==> config.mk <==
export PLATFORM = sky130hd
export DESIGN_NAME = lcd_instruction_decoder
export DESIGN_NICKNAME = d
export VERILOG_FILES = /design/src/verilog/lcd_decoder_pkg.sv /design/src/verilog/lcd_cmd_fifo.sv /design/src/verilog/lcd_instruction_decoder.sv
export SDC_FILE = /design/constraint.sdc
export NUM_CORES = 2
export LEC_CHECK = 0
export ABC_CLOCK_PERIOD_IN_PS = 6900
export BUFFER_PORTS_ARGS = -buffer_cell sky130_fd_sc_hd__buf_2
export CORE_UTILIZATION = 35
export DETAILED_ROUTE_END_ITERATION = 10
export GPL_ROUTABILITY_DRIVEN = 0
export PLACE_DENSITY_LB_ADDON = 0.25
export REMOVE_ABC_BUFFERS = 1
export SLEW_MARGIN = 20
export SYNTH_ARGS = -nofsm -noshare
export SYNTH_HDL_FRONTEND = slang
export SYNTH_SLANG_ARGS = --single-unit
==> constraint.sdc <==
create_clock -name clk -period 6.9 [get_ports clk]
set_input_delay 0.69 -clock clk [delete_from_list [all_inputs] [get_ports clk]]
set_output_delay 0.69 -clock clk [all_outputs]
set_load 0.01 [all_outputs]
==> src/verilog/lcd_decoder_pkg.sv <==
// Shared constants for the character LCD instruction decoder
package lcd_decoder_pkg;
  localparam int unsigned CLK_HZ          = 125_000_000;
  localparam int unsigned EXEC_CYCLES     = 3;
  localparam int unsigned CLEAR_CYCLES    = 165;
  localparam int unsigned CNT_W           = 8;
  localparam int unsigned ADDR_W          = 7;
  localparam int unsigned GLYPH_LOW_W     = 6;
  localparam int unsigned FIFO_DEPTH      = 8;
  localparam int unsigned FIFO_WIDTH      = 9;
  localparam logic [7:0]  BLANK_CHAR      = 8'h20;
  localparam int unsigned TEXT_RAM_WORDS  = 128;
  localparam int unsigned GLYPH_RAM_WORDS = 128;
  // Field positions of function set
  localparam int unsigned FS_WIDTH_BIT    = 4;
  localparam int unsigned FS_LINES_BIT    = 2;
  localparam int unsigned FS_MUX_BIT      = 1;
  localparam int unsigned FS_PAGE_BIT     = 0;
  // Field positions of the I2C control byte
  localparam int unsigned CTRL_MORE_BIT   = 7;
  localparam int unsigned CTRL_RS_BIT     = 6;
  // Reset values
  localparam logic        RST_DIR_INC     = 1'b1;
  localparam logic        RST_WIDTH       = 1'b1;
  localparam logic [1:0]  RST_PUMP_STAGE  = 2'h2;
endpackage

==> src/verilog/lcd_cmd_fifo.sv <==
// Parameterised valid/ready FIFO for incoming host bytes
module lcd_cmd_fifo #(
  parameter int unsigned WIDTH = 9,
  parameter int unsigned DEPTH = 8
) (
  input  wire logic             clk,
  input  wire logic             reset,
  input  wire logic [WIDTH-1:0] in_data,
  input  wire logic             in_valid,
  output logic                  in_ready,
  output logic      [WIDTH-1:0] out_data,
  output logic                  out_valid,
  input  wire logic             out_ready
);
  localparam int unsigned PW = $clog2(DEPTH);
  logic [WIDTH-1:0] mem [DEPTH];
  logic [PW-1:0]    wr_ptr_ff;
  logic [PW-1:0]    rd_ptr_ff;
  logic [PW:0]      count_ff;
  logic             push;
  logic             pop;

  assign in_ready  = (count_ff != (PW+1)'(DEPTH));
  assign out_valid = (count_ff != '0);
  assign out_data  = mem[rd_ptr_ff];
  assign push      = in_valid && in_ready;
  assign pop       = out_valid && out_ready;

  always_ff @(posedge clk) begin
    if (push) begin
      mem[wr_ptr_ff] <= in_data;
    end
  end

  always_ff @(posedge clk or posedge reset) begin
    if (reset) begin
      wr_ptr_ff <= '0;
      rd_ptr_ff <= '0;
      count_ff  <= '0;
    end else begin
      if (push) begin
        wr_ptr_ff <= (wr_ptr_ff == PW'(DEPTH-1)) ? '0 : wr_ptr_ff + 1'b1;
      end
      if (pop) begin
        rd_ptr_ff <= (rd_ptr_ff == PW'(DEPTH-1)) ? '0 : rd_ptr_ff + 1'b1;
      end
      count_ff <= count_ff + (PW+1)'(push) - (PW+1)'(pop);
    end
  end
endmodule

==> src/verilog/lcd_instruction_decoder.sv <==
// Instruction decoder and execution sequencer of the LCD controller
module lcd_instruction_decoder
  import lcd_decoder_pkg::*;
#(
  parameter int unsigned DEPTH = lcd_decoder_pkg::FIFO_DEPTH
) (
  input  wire logic       clk,
  input  wire logic       reset,
  input  wire logic       wr_valid,
  input  wire logic       register_select,
  input  wire logic [7:0] wr_data,
  output logic            wr_ready,
  input  wire logic       i2c_byte_valid,
  input  wire logic [7:0] i2c_byte,
  input  wire logic       i2c_start,
  input  wire logic       rd_req,
  input  wire logic       rd_select,
  output logic [7:0]      rd_data,
  output logic            rd_valid,
  output logic            busy_flag,
  output logic [6:0]      address_counter,
  output logic            interface_width_select,
  output logic            two_line_mode,
  output logic            multiplex_ratio_select,
  output logic            extended_page,
  output logic            increment_dir,
  output logic            shift_on_access,
  output logic            display_on,
  output logic            cursor_on,
  output logic            cursor_blink,
  output logic            power_down,
  output logic [6:0]      display_shift,
  output logic            icon_only_display,
  output logic            icon_blink_enable,
  output logic            temp_coefficient_low,
  output logic            temp_coefficient_high,
  output logic            pump_stage_high,
  output logic            pump_stage_low,
  output logic            mirror_screen,
  output logic            column_reverse,
  output logic            row_reverse,
  output logic            voltage_select_b,
  output logic [6:0]      voltage_preset_a,
  output logic [6:0]      voltage_preset_b
);
  import lcd_decoder_pkg::*;

  typedef enum logic [1:0] {ST_IDLE, ST_EXEC, ST_CLEAR} exec_state_e;

  exec_state_e      state_ff;
  logic [CNT_W-1:0] cnt_ff;
  logic [7:0]       text_ram [TEXT_RAM_WORDS];
  logic [7:0]       glyph_ram [GLYPH_RAM_WORDS];
  logic             glyph_sel_ff;
  logic             i2c_ctrl_phase_ff;
  logic             i2c_rs_ff;
  logic             i2c_last_ff;
  logic             i2c_push;
  logic [8:0]       fifo_in;
  logic             fifo_in_valid;
  logic             fifo_in_ready;
  logic [8:0]       fifo_out;
  logic             fifo_out_valid;
  logic             fifo_take;
  logic             cmd_rs;
  logic [7:0]       cmd;
  logic [6:0]       step_addr;

  // I2C framing: control byte then payload byte
  always_ff @(posedge clk or posedge reset) begin
    if (reset) begin
      i2c_ctrl_phase_ff <= 1'b1;
      i2c_rs_ff         <= 1'b0;
      i2c_last_ff       <= 1'b0;
    end else if (i2c_start) begin
      i2c_ctrl_phase_ff <= 1'b1;
      i2c_last_ff       <= 1'b0;
    end else if (i2c_byte_valid && i2c_ctrl_phase_ff && !i2c_last_ff) begin
      i2c_rs_ff         <= i2c_byte[CTRL_RS_BIT];
      i2c_last_ff       <= !i2c_byte[CTRL_MORE_BIT];
      i2c_ctrl_phase_ff <= 1'b0;
    end else if (i2c_byte_valid && !i2c_ctrl_phase_ff) begin
      i2c_ctrl_phase_ff <= !i2c_last_ff;
    end
  end

  assign i2c_push      = i2c_byte_valid && !i2c_ctrl_phase_ff;
  assign fifo_in_valid = wr_valid || i2c_push;
  assign fifo_in       = wr_valid ? {register_select, wr_data}
                                  : {i2c_rs_ff, i2c_byte};

  lcd_cmd_fifo #(.WIDTH(FIFO_WIDTH), .DEPTH(DEPTH)) u_fifo (
    .clk       (clk),
    .reset     (reset),
    .in_data   (fifo_in),
    .in_valid  (fifo_in_valid),
    .in_ready  (fifo_in_ready),
    .out_data  (fifo_out),
    .out_valid (fifo_out_valid),
    .out_ready (fifo_take)
  );

  always_ff @(posedge clk or posedge reset) begin
    if (reset) begin
      wr_ready <= 1'b0;
    end else begin
      wr_ready <= fifo_in_ready;
    end
  end

  // Holding registers feed execution; writes during busy dropped
  assign cmd_rs    = fifo_out[8];
  assign cmd       = fifo_out[7:0];
  assign fifo_take = fifo_out_valid;
  assign step_addr = increment_dir ? address_counter + 7'h01
                                   : address_counter - 7'h01;

  logic accept;
  assign accept = fifo_take && (state_ff == ST_IDLE);

  // Busy sequencer
  always_ff @(posedge clk or posedge reset) begin
    if (reset) begin
      state_ff  <= ST_CLEAR;
      cnt_ff    <= CNT_W'(CLEAR_CYCLES);
      busy_flag <= 1'b1;
    end else begin
      case (state_ff)
        ST_IDLE: begin
          if (accept) begin
            busy_flag <= 1'b1;
            if (!cmd_rs && !extended_page && cmd == 8'h01) begin
              state_ff <= ST_CLEAR;
              cnt_ff   <= CNT_W'(CLEAR_CYCLES);
            end else begin
              state_ff <= ST_EXEC;
              cnt_ff   <= CNT_W'(EXEC_CYCLES);
            end
          end
        end
        ST_EXEC, ST_CLEAR: begin
          if (cnt_ff == CNT_W'(1)) begin
            state_ff  <= ST_IDLE;
            busy_flag <= 1'b0;
          end
          cnt_ff <= cnt_ff - 1'b1;
        end
        default: begin
          state_ff  <= ST_IDLE;
          busy_flag <= 1'b0;
        end
      endcase
    end
  end

  // Clear fills the text RAM over the busy window
  always_ff @(posedge clk) begin
    if (state_ff == ST_CLEAR && cnt_ff <= CNT_W'(TEXT_RAM_WORDS)) begin
      text_ram[ADDR_W'(cnt_ff - 1'b1)] <= BLANK_CHAR;
    end else if (accept && cmd_rs && !glyph_sel_ff) begin
      text_ram[address_counter] <= cmd;
    end
  end

  always_ff @(posedge clk) begin
    if (accept && cmd_rs && glyph_sel_ff) begin
      glyph_ram[address_counter] <= cmd;
    end
  end

  // Address counter and RAM selection
  always_ff @(posedge clk or posedge reset) begin
    if (reset) begin
      address_counter <= '0;
      glyph_sel_ff    <= 1'b0;
      display_shift   <= '0;
      increment_dir   <= RST_DIR_INC;
      shift_on_access <= 1'b0;
    end else if (accept && cmd_rs) begin
      address_counter <= step_addr;
      if (shift_on_access) begin
        display_shift <= increment_dir ? display_shift + 7'h01
                                       : display_shift - 7'h01;
      end
    end else if (accept) begin
      if (cmd[7] && !extended_page) begin
        address_counter <= cmd[6:0];
        glyph_sel_ff    <= 1'b0;
      end else if (!extended_page) begin
        if (cmd[6]) begin
          address_counter[GLYPH_LOW_W-1:0] <= cmd[5:0];
          glyph_sel_ff <= 1'b1;
        end else if (cmd[7:4] == 4'h1) begin
          if (cmd[3]) begin
            display_shift <= cmd[2] ? display_shift + 7'h01
                                    : display_shift - 7'h01;
          end else begin
            address_counter <= cmd[2] ? address_counter + 7'h01
                                      : address_counter - 7'h01;
          end
        end else if (cmd[7:2] == 6'h01) begin
          increment_dir   <= cmd[1];
          shift_on_access <= cmd[0];
        end else if (cmd == 8'h02) begin
          address_counter <= '0;
          glyph_sel_ff    <= 1'b0;
          display_shift   <= '0;
        end else if (cmd == 8'h01) begin
          address_counter <= '0;
          glyph_sel_ff    <= 1'b0;
          display_shift   <= '0;
          increment_dir   <= 1'b1;
        end
      end
    end
  end

  // Status and data reads
  always_ff @(posedge clk or posedge reset) begin
    if (reset) begin
      rd_data  <= '0;
      rd_valid <= 1'b0;
    end else begin
      rd_valid <= rd_req;
      if (rd_req && !rd_select) begin
        rd_data <= {busy_flag, address_counter};
      end else if (rd_req) begin
        rd_data <= glyph_sel_ff ? glyph_ram[address_counter]
                                : text_ram[address_counter];
      end
    end
  end

  // Function set, display control and extended-page latches
  always_ff @(posedge clk or posedge reset) begin
    if (reset) begin
      interface_width_select <= RST_WIDTH;
      two_line_mode          <= 1'b0;
      multiplex_ratio_select <= 1'b0;
      extended_page          <= 1'b0;
      display_on             <= 1'b0;
      cursor_on              <= 1'b0;
      cursor_blink           <= 1'b0;
      power_down             <= 1'b1;
      icon_only_display      <= 1'b0;
      icon_blink_enable      <= 1'b0;
      temp_coefficient_low   <= 1'b0;
      temp_coefficient_high  <= 1'b0;
      {pump_stage_high, pump_stage_low} <= RST_PUMP_STAGE;
      mirror_screen          <= 1'b0;
      column_reverse         <= 1'b0;
      row_reverse            <= 1'b0;
      voltage_select_b       <= 1'b0;
      voltage_preset_a       <= '0;
      voltage_preset_b       <= '0;
    end else if (accept && !cmd_rs) begin
      if (cmd[7:5] == 3'h1) begin
        interface_width_select <= cmd[FS_WIDTH_BIT];
        two_line_mode          <= cmd[FS_LINES_BIT];
        multiplex_ratio_select <= cmd[FS_MUX_BIT];
        extended_page          <= cmd[FS_PAGE_BIT];
      end else if (!extended_page && cmd[7:3] == 5'h01) begin
        display_on   <= cmd[2];
        cursor_on    <= cmd[1];
        cursor_blink <= cmd[0];
        power_down   <= !cmd[2];
      end else if (extended_page) begin
        if (cmd[7:2] == 6'h01) begin
          mirror_screen <= cmd[0];
        end else if (cmd[7:2] == 6'h02) begin
          column_reverse <= cmd[1];
          row_reverse    <= cmd[0];
        end else if (cmd[7:2] == 6'h04 && cmd[0] == 1'b0) begin
          icon_only_display <= cmd[1];
          icon_blink_enable <= cmd[0];
        end else if (cmd[7:3] == 5'h01) begin
          icon_only_display <= cmd[2];
          icon_blink_enable <= cmd[1];
        end else if (cmd[7:2] == 6'h10) begin
          temp_coefficient_low  <= cmd[1];
          temp_coefficient_high <= cmd[0];
        end else if (cmd[7:2] == 6'h11) begin
          pump_stage_high <= cmd[1];
          pump_stage_low  <= cmd[0];
        end else if (cmd[7]) begin
          voltage_select_b <= cmd[6];
          if (cmd[6]) begin
            voltage_preset_b <= cmd[6:0];
          end else begin
            voltage_preset_a <= cmd[6:0];
          end
        end
      end
    end
  end

  // Checks
  property p_busy_exec;
    @(posedge clk) disable iff (reset)
      (state_ff == ST_IDLE && accept && !(cmd == 8'h01 && !cmd_rs
        && !extended_page)) |=> busy_flag [*3] ##1 !busy_flag;
  endproperty
  a_busy_exec: assert property (p_busy_exec) else $error("exec busy");

  property p_ignore_busy;
    @(posedge clk) disable iff (reset)
      (busy_flag && fifo_take && cmd[7:5] == 3'h1 && !cmd_rs)
        |=> $stable(extended_page);
  endproperty
  a_ignore_busy: assert property (p_ignore_busy) else $error("busy cmd");

  property p_status;
    @(posedge clk) disable iff (reset)
      (rd_req && !rd_select) |=> rd_data == {$past(busy_flag),
                                 $past(address_counter)};
  endproperty
  a_status: assert property (p_status) else $error("status read");

  property p_step;
    @(posedge clk) disable iff (reset)
      (accept && cmd_rs && increment_dir)
        |=> address_counter == $past(address_counter) + 7'h01;
  endproperty
  a_step: assert property (p_step) else $error("address step");

  property p_func;
    @(posedge clk) disable iff (reset)
      (accept && !cmd_rs && cmd[7:5] == 3'h1)
        |=> extended_page == $past(cmd[0]);
  endproperty
  a_func: assert property (p_func) else $error("function set");

  property p_clear;
    @(posedge clk) disable iff (reset)
      (accept && !cmd_rs && !extended_page && cmd == 8'h01)
        |=> address_counter == 7'h00 ##[165:165] !busy_flag;
  endproperty
  a_clear: assert property (p_clear) else $error("clear length");

  property p_pdown;
    @(posedge clk) disable iff (reset) power_down == !display_on;
  endproperty
  a_pdown: assert property (p_pdown) else $error("power down");

  property p_home;
    @(posedge clk) disable iff (reset)
      (accept && !cmd_rs && !extended_page && cmd == 8'h02)
        |=> address_counter == 7'h00 && display_shift == 7'h00;
  endproperty
  a_home: assert property (p_home) else $error("return home");

  c_write: cover property (@(posedge clk) accept && cmd_rs);
  c_clear: cover property (@(posedge clk) state_ff == ST_CLEAR);
  c_drop:  cover property (@(posedge clk) busy_flag && fifo_take);
endmodule
# After elaboration in Yosys (flattened, before gate mapping)
# Memory sizes are Yosys's and may differ from the RTL's.
# Cells that the tools add are included.
[word_totals] word_cells=229 mem_count=3 ramBits=2120 reg_bits=82 out_inout_bits=59
[mem_list] name="glyph_ram" depth=128 word_bits=8 rd=1 rd_clocked_by_memory_dff=0 write_ports=1 line_no="lcd_instruction_decoder.sv:53" text="logic [7:0] glyph_ram [GLYPH_RAM_WORDS];"
[mem_list] name="text_ram" depth=128 word_bits=8 rd=1 rd_clocked_by_memory_dff=0 write_ports=1 line_no="lcd_instruction_decoder.sv:52" text="logic [7:0] text_ram [TEXT_RAM_WORDS];"
[mem_list] name="u_fifo.mem" depth=8 word_bits=9 rd=1 rd_clocked_by_memory_dff=0 write_ports=1 line_no="lcd_cmd_fifo.sv:16" text="logic [WIDTH-1:0] mem [DEPTH];"
[op_classes] n_bitwise=15 mux=70 eq_ne=34 n_reduce_logical=59 n_lt_le_gt_ge=1 addsub=9
[ops] operator="$mux 7" n=22
[ops] operator="$mux 8" n=6
[ops] operator="$mux 1" n=32
[ops] operator="$reduce_and 12->1" n=2
[ops] operator="$reduce_and 6->1" n=3
[ops] operator="$eq 8x1->1 const B" n=2
[ops] operator="$logic_and 1x1->1" n=16
[ops] operator="$pmux 8 s2" n=1
[ops] operator="$reduce_and 8->1" n=2
[ops] operator="$not 1->1" n=15
[ops] operator="$add 7x1->7 const B" n=2
[ops] operator="$reduce_and 7->1" n=2
[ops] operator="$sub 7x1->7 const B" n=2
[ops] operator="$eq 6x5->1 const B" n=2
[ops] operator="$ne 3x3->1 const B" n=4
[ops] operator="$ne 4x4->1 const B" n=3
[ops] operator="$reduce_bool 2->1" n=6
[ops] operator="$reduce_bool 4->1" n=3
[ops] operator="$reduce_and 11->1" n=1
[ops] operator="$ne 5x5->1 const B" n=2
[ops] operator="$reduce_and 10->1" n=1
[ops] operator="$reduce_and 5->1" n=2
[ops] operator="$mux 9" n=1
[ops] operator="$reduce_and 9->1" n=1
[ops] operator="other kinds (33)" n=55

# Longest topological paths before layout
# An unclocked memory read counts as a cell.
[logic_depth] ltp_word=11 mapped_depth=16 depth_no_buf=11

# Cells and area by module
# Synthesis repeated with hierarchy kept, for this count alone.
[hier_totals] hier_cells=5215 hier_area_um2=88107.0
[by_module_without_submodules] module="lcd_instruction_decoder" area_per_inst_um2=84711.2 instances=1 seq_area_each_um2=63314.5 cells_each=5052
[by_module_without_submodules] module="lcd_cmd_fifo" area_per_inst_um2=3395.8 instances=1 seq_area_each_um2=2412.3 cells_each=163

# Worst setup path after synthesis
# Ideal clock, no wire load.
[synth_path] path_type="register to register" start="register u_fifo.rd_ptr_ff[1]" end="memory text_ram[0][0] (data pin)" setup_time_ps=795 t_arrival_ps=6514 setup_slack_ps=-410 t_required_ps=6105 path_stages_with_launch=8 path_buffers=2 path_cell_list="dfrtp_1 buf_6 buf_12 mux4_2 nand2_1 nand2_1 clkinv_1 nor2_1"
[synth_between] word_cells_on_any_way=8
[synth_lines] element="from (decl)" line_no="lcd_cmd_fifo.sv:18" text="logic [PW-1:0] rd_ptr_ff;"
[synth_lines] element="from (signal assigned)" line_no="lcd_cmd_fifo.sv:45" text="rd_ptr_ff <= (rd_ptr_ff == PW'(DEPTH-1)) ? '0 : rd_ptr_ff + 1'b1;"
[synth_lines] element="$mem_v2 8x9"
[synth_lines] element="via fifo_out[0]" line_no="lcd_instruction_decoder.sv:62" text="logic [8:0] fifo_out;"
[synth_lines] element="$mux 8 (no line)"
[synth_lines] element="to (decl)" line_no="lcd_instruction_decoder.sv:52"
# The timed path passes the listed nets, and every way through them passes these cells.

# Worst setup path in the final report
[layout_path] start="register u_fifo.rd_ptr_ff[1]" end="memory text_ram[26][0] (enable)"
[layout_between] elab_chain_cells=8 word_cells_on_any_way=9
[layout_rtl] element="$mem_v2 8x9 *"
[layout_rtl] element="$logic_and 1x1->1 * (2 in a row)" line_no="lcd_instruction_decoder.sv:160" text="end else if (accept && cmd_rs && !glyph_sel_ff) begin"
[layout_rtl] element="$mux 1 *" line_no="lcd_instruction_decoder.sv:160"
[layout_rtl] element="$mux 1 *" line_no="lcd_instruction_decoder.sv:158" text="if (state_ff == ST_CLEAR && cnt_ff <= CNT_W'(TEXT_RAM_WORDS)) begin"
[layout_rtl] element="$mux 1 (implied by the code) *" line_no="lcd_instruction_decoder.sv:161" text="text_ram[address_counter] <= cmd;"
[layout_rtl] element="$reduce_or 8->1 (no line)"
[layout_rtl] element="$mux 7 (no line) or $mux 1 (tied branches)"
# Every way passes the cells marked *; elsewhere a longest branch is shown, timed or not.

==> metrics <==
Avg Vias per Cell roughly 6.0; Yosys cell types 94; Leakage roughly 0.031 uW; Post-Route WL 297.8 mm; CTS tree yes; Yosys top cell area share around three quarters; post-synthesis average cell area roughly 16 sq um; post-DP HPWL ~180 mm; Slew HR a little over a fifth; die area 250300 sq um; Detailed Route Iter0 Violations around 7.5k; synth warn 0; ratio of cells with drive above 1 in the final layout approximately 17%; Layout Nets approximately 5.5k; site row count 182; IO buf count approximately 80; number of flops mapped to enable cells by yosys approximately 2.1k; first-pass GRT wire length between 400 and 500 mm; status finished clean; Setup violations, final 0; kind of critical path reg -> reg; largest area contributor in the netlist edfxtp_1; max-cap violations 0; largest net degree at the start of global routing ~130; flop-to-flop setup slack slightly below 2000 ps; top_reg_cell synth edfxtp_1; Die Height about 500 um; VDD IR-drop max 0.0004180 V; Clock Tree Buf Depth 3; die width 500.3 um; max incr delay on CP about 1000 ps; sequential cell area roughly 66000 sq um; WP data arrival about 5500 ps; worst path cell trace mux2i_1, a22o_1, nor3_4, nand3_4, o22ai_1, nand2_1, nor3_1; Sink Count between 2k and 2.5k; register bit total from synthesis ~2.2k; RR Endpoint text_ram[26][0]; wire per inst roughly 33 um; Async S/R FF share, synth 3.724%; worst-path maximum fanout 27; initial antenna violation count 17; Clk Latency, worst-skew pair 860 ps; Hold Slack about 110 ps; Clock Skews between 30 and 40 ps; Final Slew Violations 0; Worst path slowest cell nor3_1; Hold Path Origin i2c_byte[6]; Hold EP i2c_rs_ff; post-layout minimum cycle time approximately 5000 ps; Clock Tree Root clkbuf_16; number of routed nets with antenna violations 0; initial core utilization between 30% and 40%; Post-Route Setup TNS 0 ps; Reg clk slew, reported paths approximately 70 ps; Core Area around 250000 sq um; Area growth syn-to-layout 13.86%; fin crit share between 70 and 80%; largest cells by area after synthesis edfxtp_1 73%, mux2i_1 2.5%, a221oi_1 2.0%, dfrtp_1 2.0%, mux2_2 2.0%; worst-margin pin slew ~1200 ps; Num CTS Buffers around 210; critical path endpoint category flop; drt pass-1 iters 8; class of the worst hold path in -> reg; hold depth 2; number of vias in the routed layout between 50k and 60k; IO Pins slightly above 80; fill count around 23k; Critical Path Start Type flop; H-tree depth 4; register area share after synthesis 75.63%; multi-input logic area a little under 20000 sq um; Synth Instances between 5k and 6k; GR Util All Layers 23.39%; WP data required between 7000 and 8000 ps; fmax ~0.20 GHz; drt drc 0; pwr dens ~500 nW/um^2; Hold Violations, Final 0; number of global-route vias before repair between 50k and 60k; gr ovfl total 0; RSZ-0062 raised after global routing no; Worst Reg-to-Reg Cells 7; post-cts sizing count 0; reg2reg start u_fifo.rd_ptr_ff[1]; synthesized area 86910 sq um
stage by stage:
step / cell area (sq um) / power, uW / setup slack (ps) / cells / utilization (%)
2_1_floorplan: 85240 / 27890 / -18810 / 4928 / -
6_report: 98950 / 48260 / 1927 / 8945 / 40.16
5_1_grt: 98930 / 49380 / 1528 / 8936 / 40.15
3_3_place_gp: 92020 / 36630 / 1899 / 8538 / 37.35
4_1_cts: 98800 / 47950 / 1908 / 8934 / 40.10
3_5_place_dp: 92120 / 36710 / 1928 / 8539 / 37.39
sequential cells by signal (all words and copies together) (netlist names), 2 cells and up:
signal	count
glyph_ram	1024
rd_data	8
voltage_preset_b	7
u_fifo.rd_ptr_ff	3
cnt_ff	8
address_counter	7
voltage_preset_a	6
u_fifo.wr_ptr_ff	3
state_ff	2
u_fifo.count_ff	4
u_fifo.mem	72
text_ram	1024
display_shift	7
worst max-delay path: cells and delay by family, from the launching register on:
| kind | cells | cell delay [ps] |
|---|---|---|
| AND/OR/NAND/NOR | 4 | 2790 |
| flip-flops | 1 | 770 |
| multiplexers | 1 | 200 |
| AO/OA/AOI/OAI | 2 | 810 |
area by class of cell:
type                       count  area share [%]
antenna                       11         0.02782
clock buffer                 282           5.776
clock inverter               111          0.9521
inverter                      48          0.2112
multi-input combinational   2678           20.04
sequential                  2202           66.44
tap                         3312           4.188
timing repair buffer         301           2.362
power by group:
group          leakage (uW)  switching (uW)  internal (uW)
Sequential           0.0202             537          17800
Clock               0.00323            5140           6270
Combinational       0.00789           14100           4420
layout by cell type (no fill, tap or decap), types with 72 or more instances in the layout:
cell,count
edfxtp_1,2120
nor2_1,314
nand2_1,227
a21oi_1,225
mux2i_1,220
a22oi_1,219
clkbuf_16,218
a221oi_1,203
buf_4,196
o21ai_0,190
mux2_2,155
nor3_1,106
buf_2,81
a22o_1,72
what timing repair did:
action	4_1_cts	5_1_grt
hold endpoints to repair	26	0
endpoints found under the setup margin	0	0
hold buffers	2	0
setup buffers	0	0
synthesized netlist by cell type, drive strengths merged, types with 10 or more instances:
cell / n
a221o: 61
inv: 44
nor4: 30
nand4: 12
a221oi: 203
o22ai: 24
a21oi: 228
a211oi: 19
mux2i: 225
nor2: 326
ha: 19
nor2b: 15
and3: 13
edfxtp: 2120
mux2: 156
a211o: 10
o21ai: 202
dfstp: 11
o221ai: 20
buf: 210
o211ai: 25
dfrtp: 71
nor3: 136
o2111ai: 14
mux4: 65
clkbuf: 158
a222oi: 16
a22oi: 219
or3: 14
nand2: 239
nand3: 56
xnor2: 11
o31ai: 10
a31oi: 63
a22o: 72
nand2b: 16
o2bb2ai: 35
per-layer routing:
layer	GRT usage [%]	part of all wire, %	vias up
met5	0	0.026	-
met4	8.660	3.8	12
met3	4.440	9.7	570
met2	36.06	46	3277
met1	32.75	41	27840
li1	-	-	21725
how the worst max path moves through the flow:
stage                             endpoint  slack [ps]  cells past startpoint           startpoint
after CTS                  text_ram[26][5]        1910                      7  u_fifo.rd_ptr_ff[1]
after detailed placement  text_ram[102][1]        1930                      8  u_fifo.rd_ptr_ff[1]
after global placement    glyph_ram[74][2]        1900                      6  u_fifo.rd_ptr_ff[1]
final                      text_ram[26][0]        1930                      7  u_fifo.rd_ptr_ff[1]
after global routing       text_ram[26][7]        1530                      7  u_fifo.rd_ptr_ff[1]
after floorplan            glyph_ram[0][0]      -18810                      3   address_counter[2]
cells by family (layout without fill, tap and decap cells):
kind of cell	Yosys count	count (layout)	share of synthesized area (%)
other	1	12	0.004315
DFF	2202	2202	75.63
xor gates and xnor gates	17	17	0.1713
AOI/OAI and AO/OA	1291	1291	10.66
and+or+nand+nor	903	903	4.738
adders and majority gates	20	20	0.2966
muxes	446	446	6.369
buffers and inverters	416	742	2.134
Note: power is estimated with default switching activity, not from simulation.
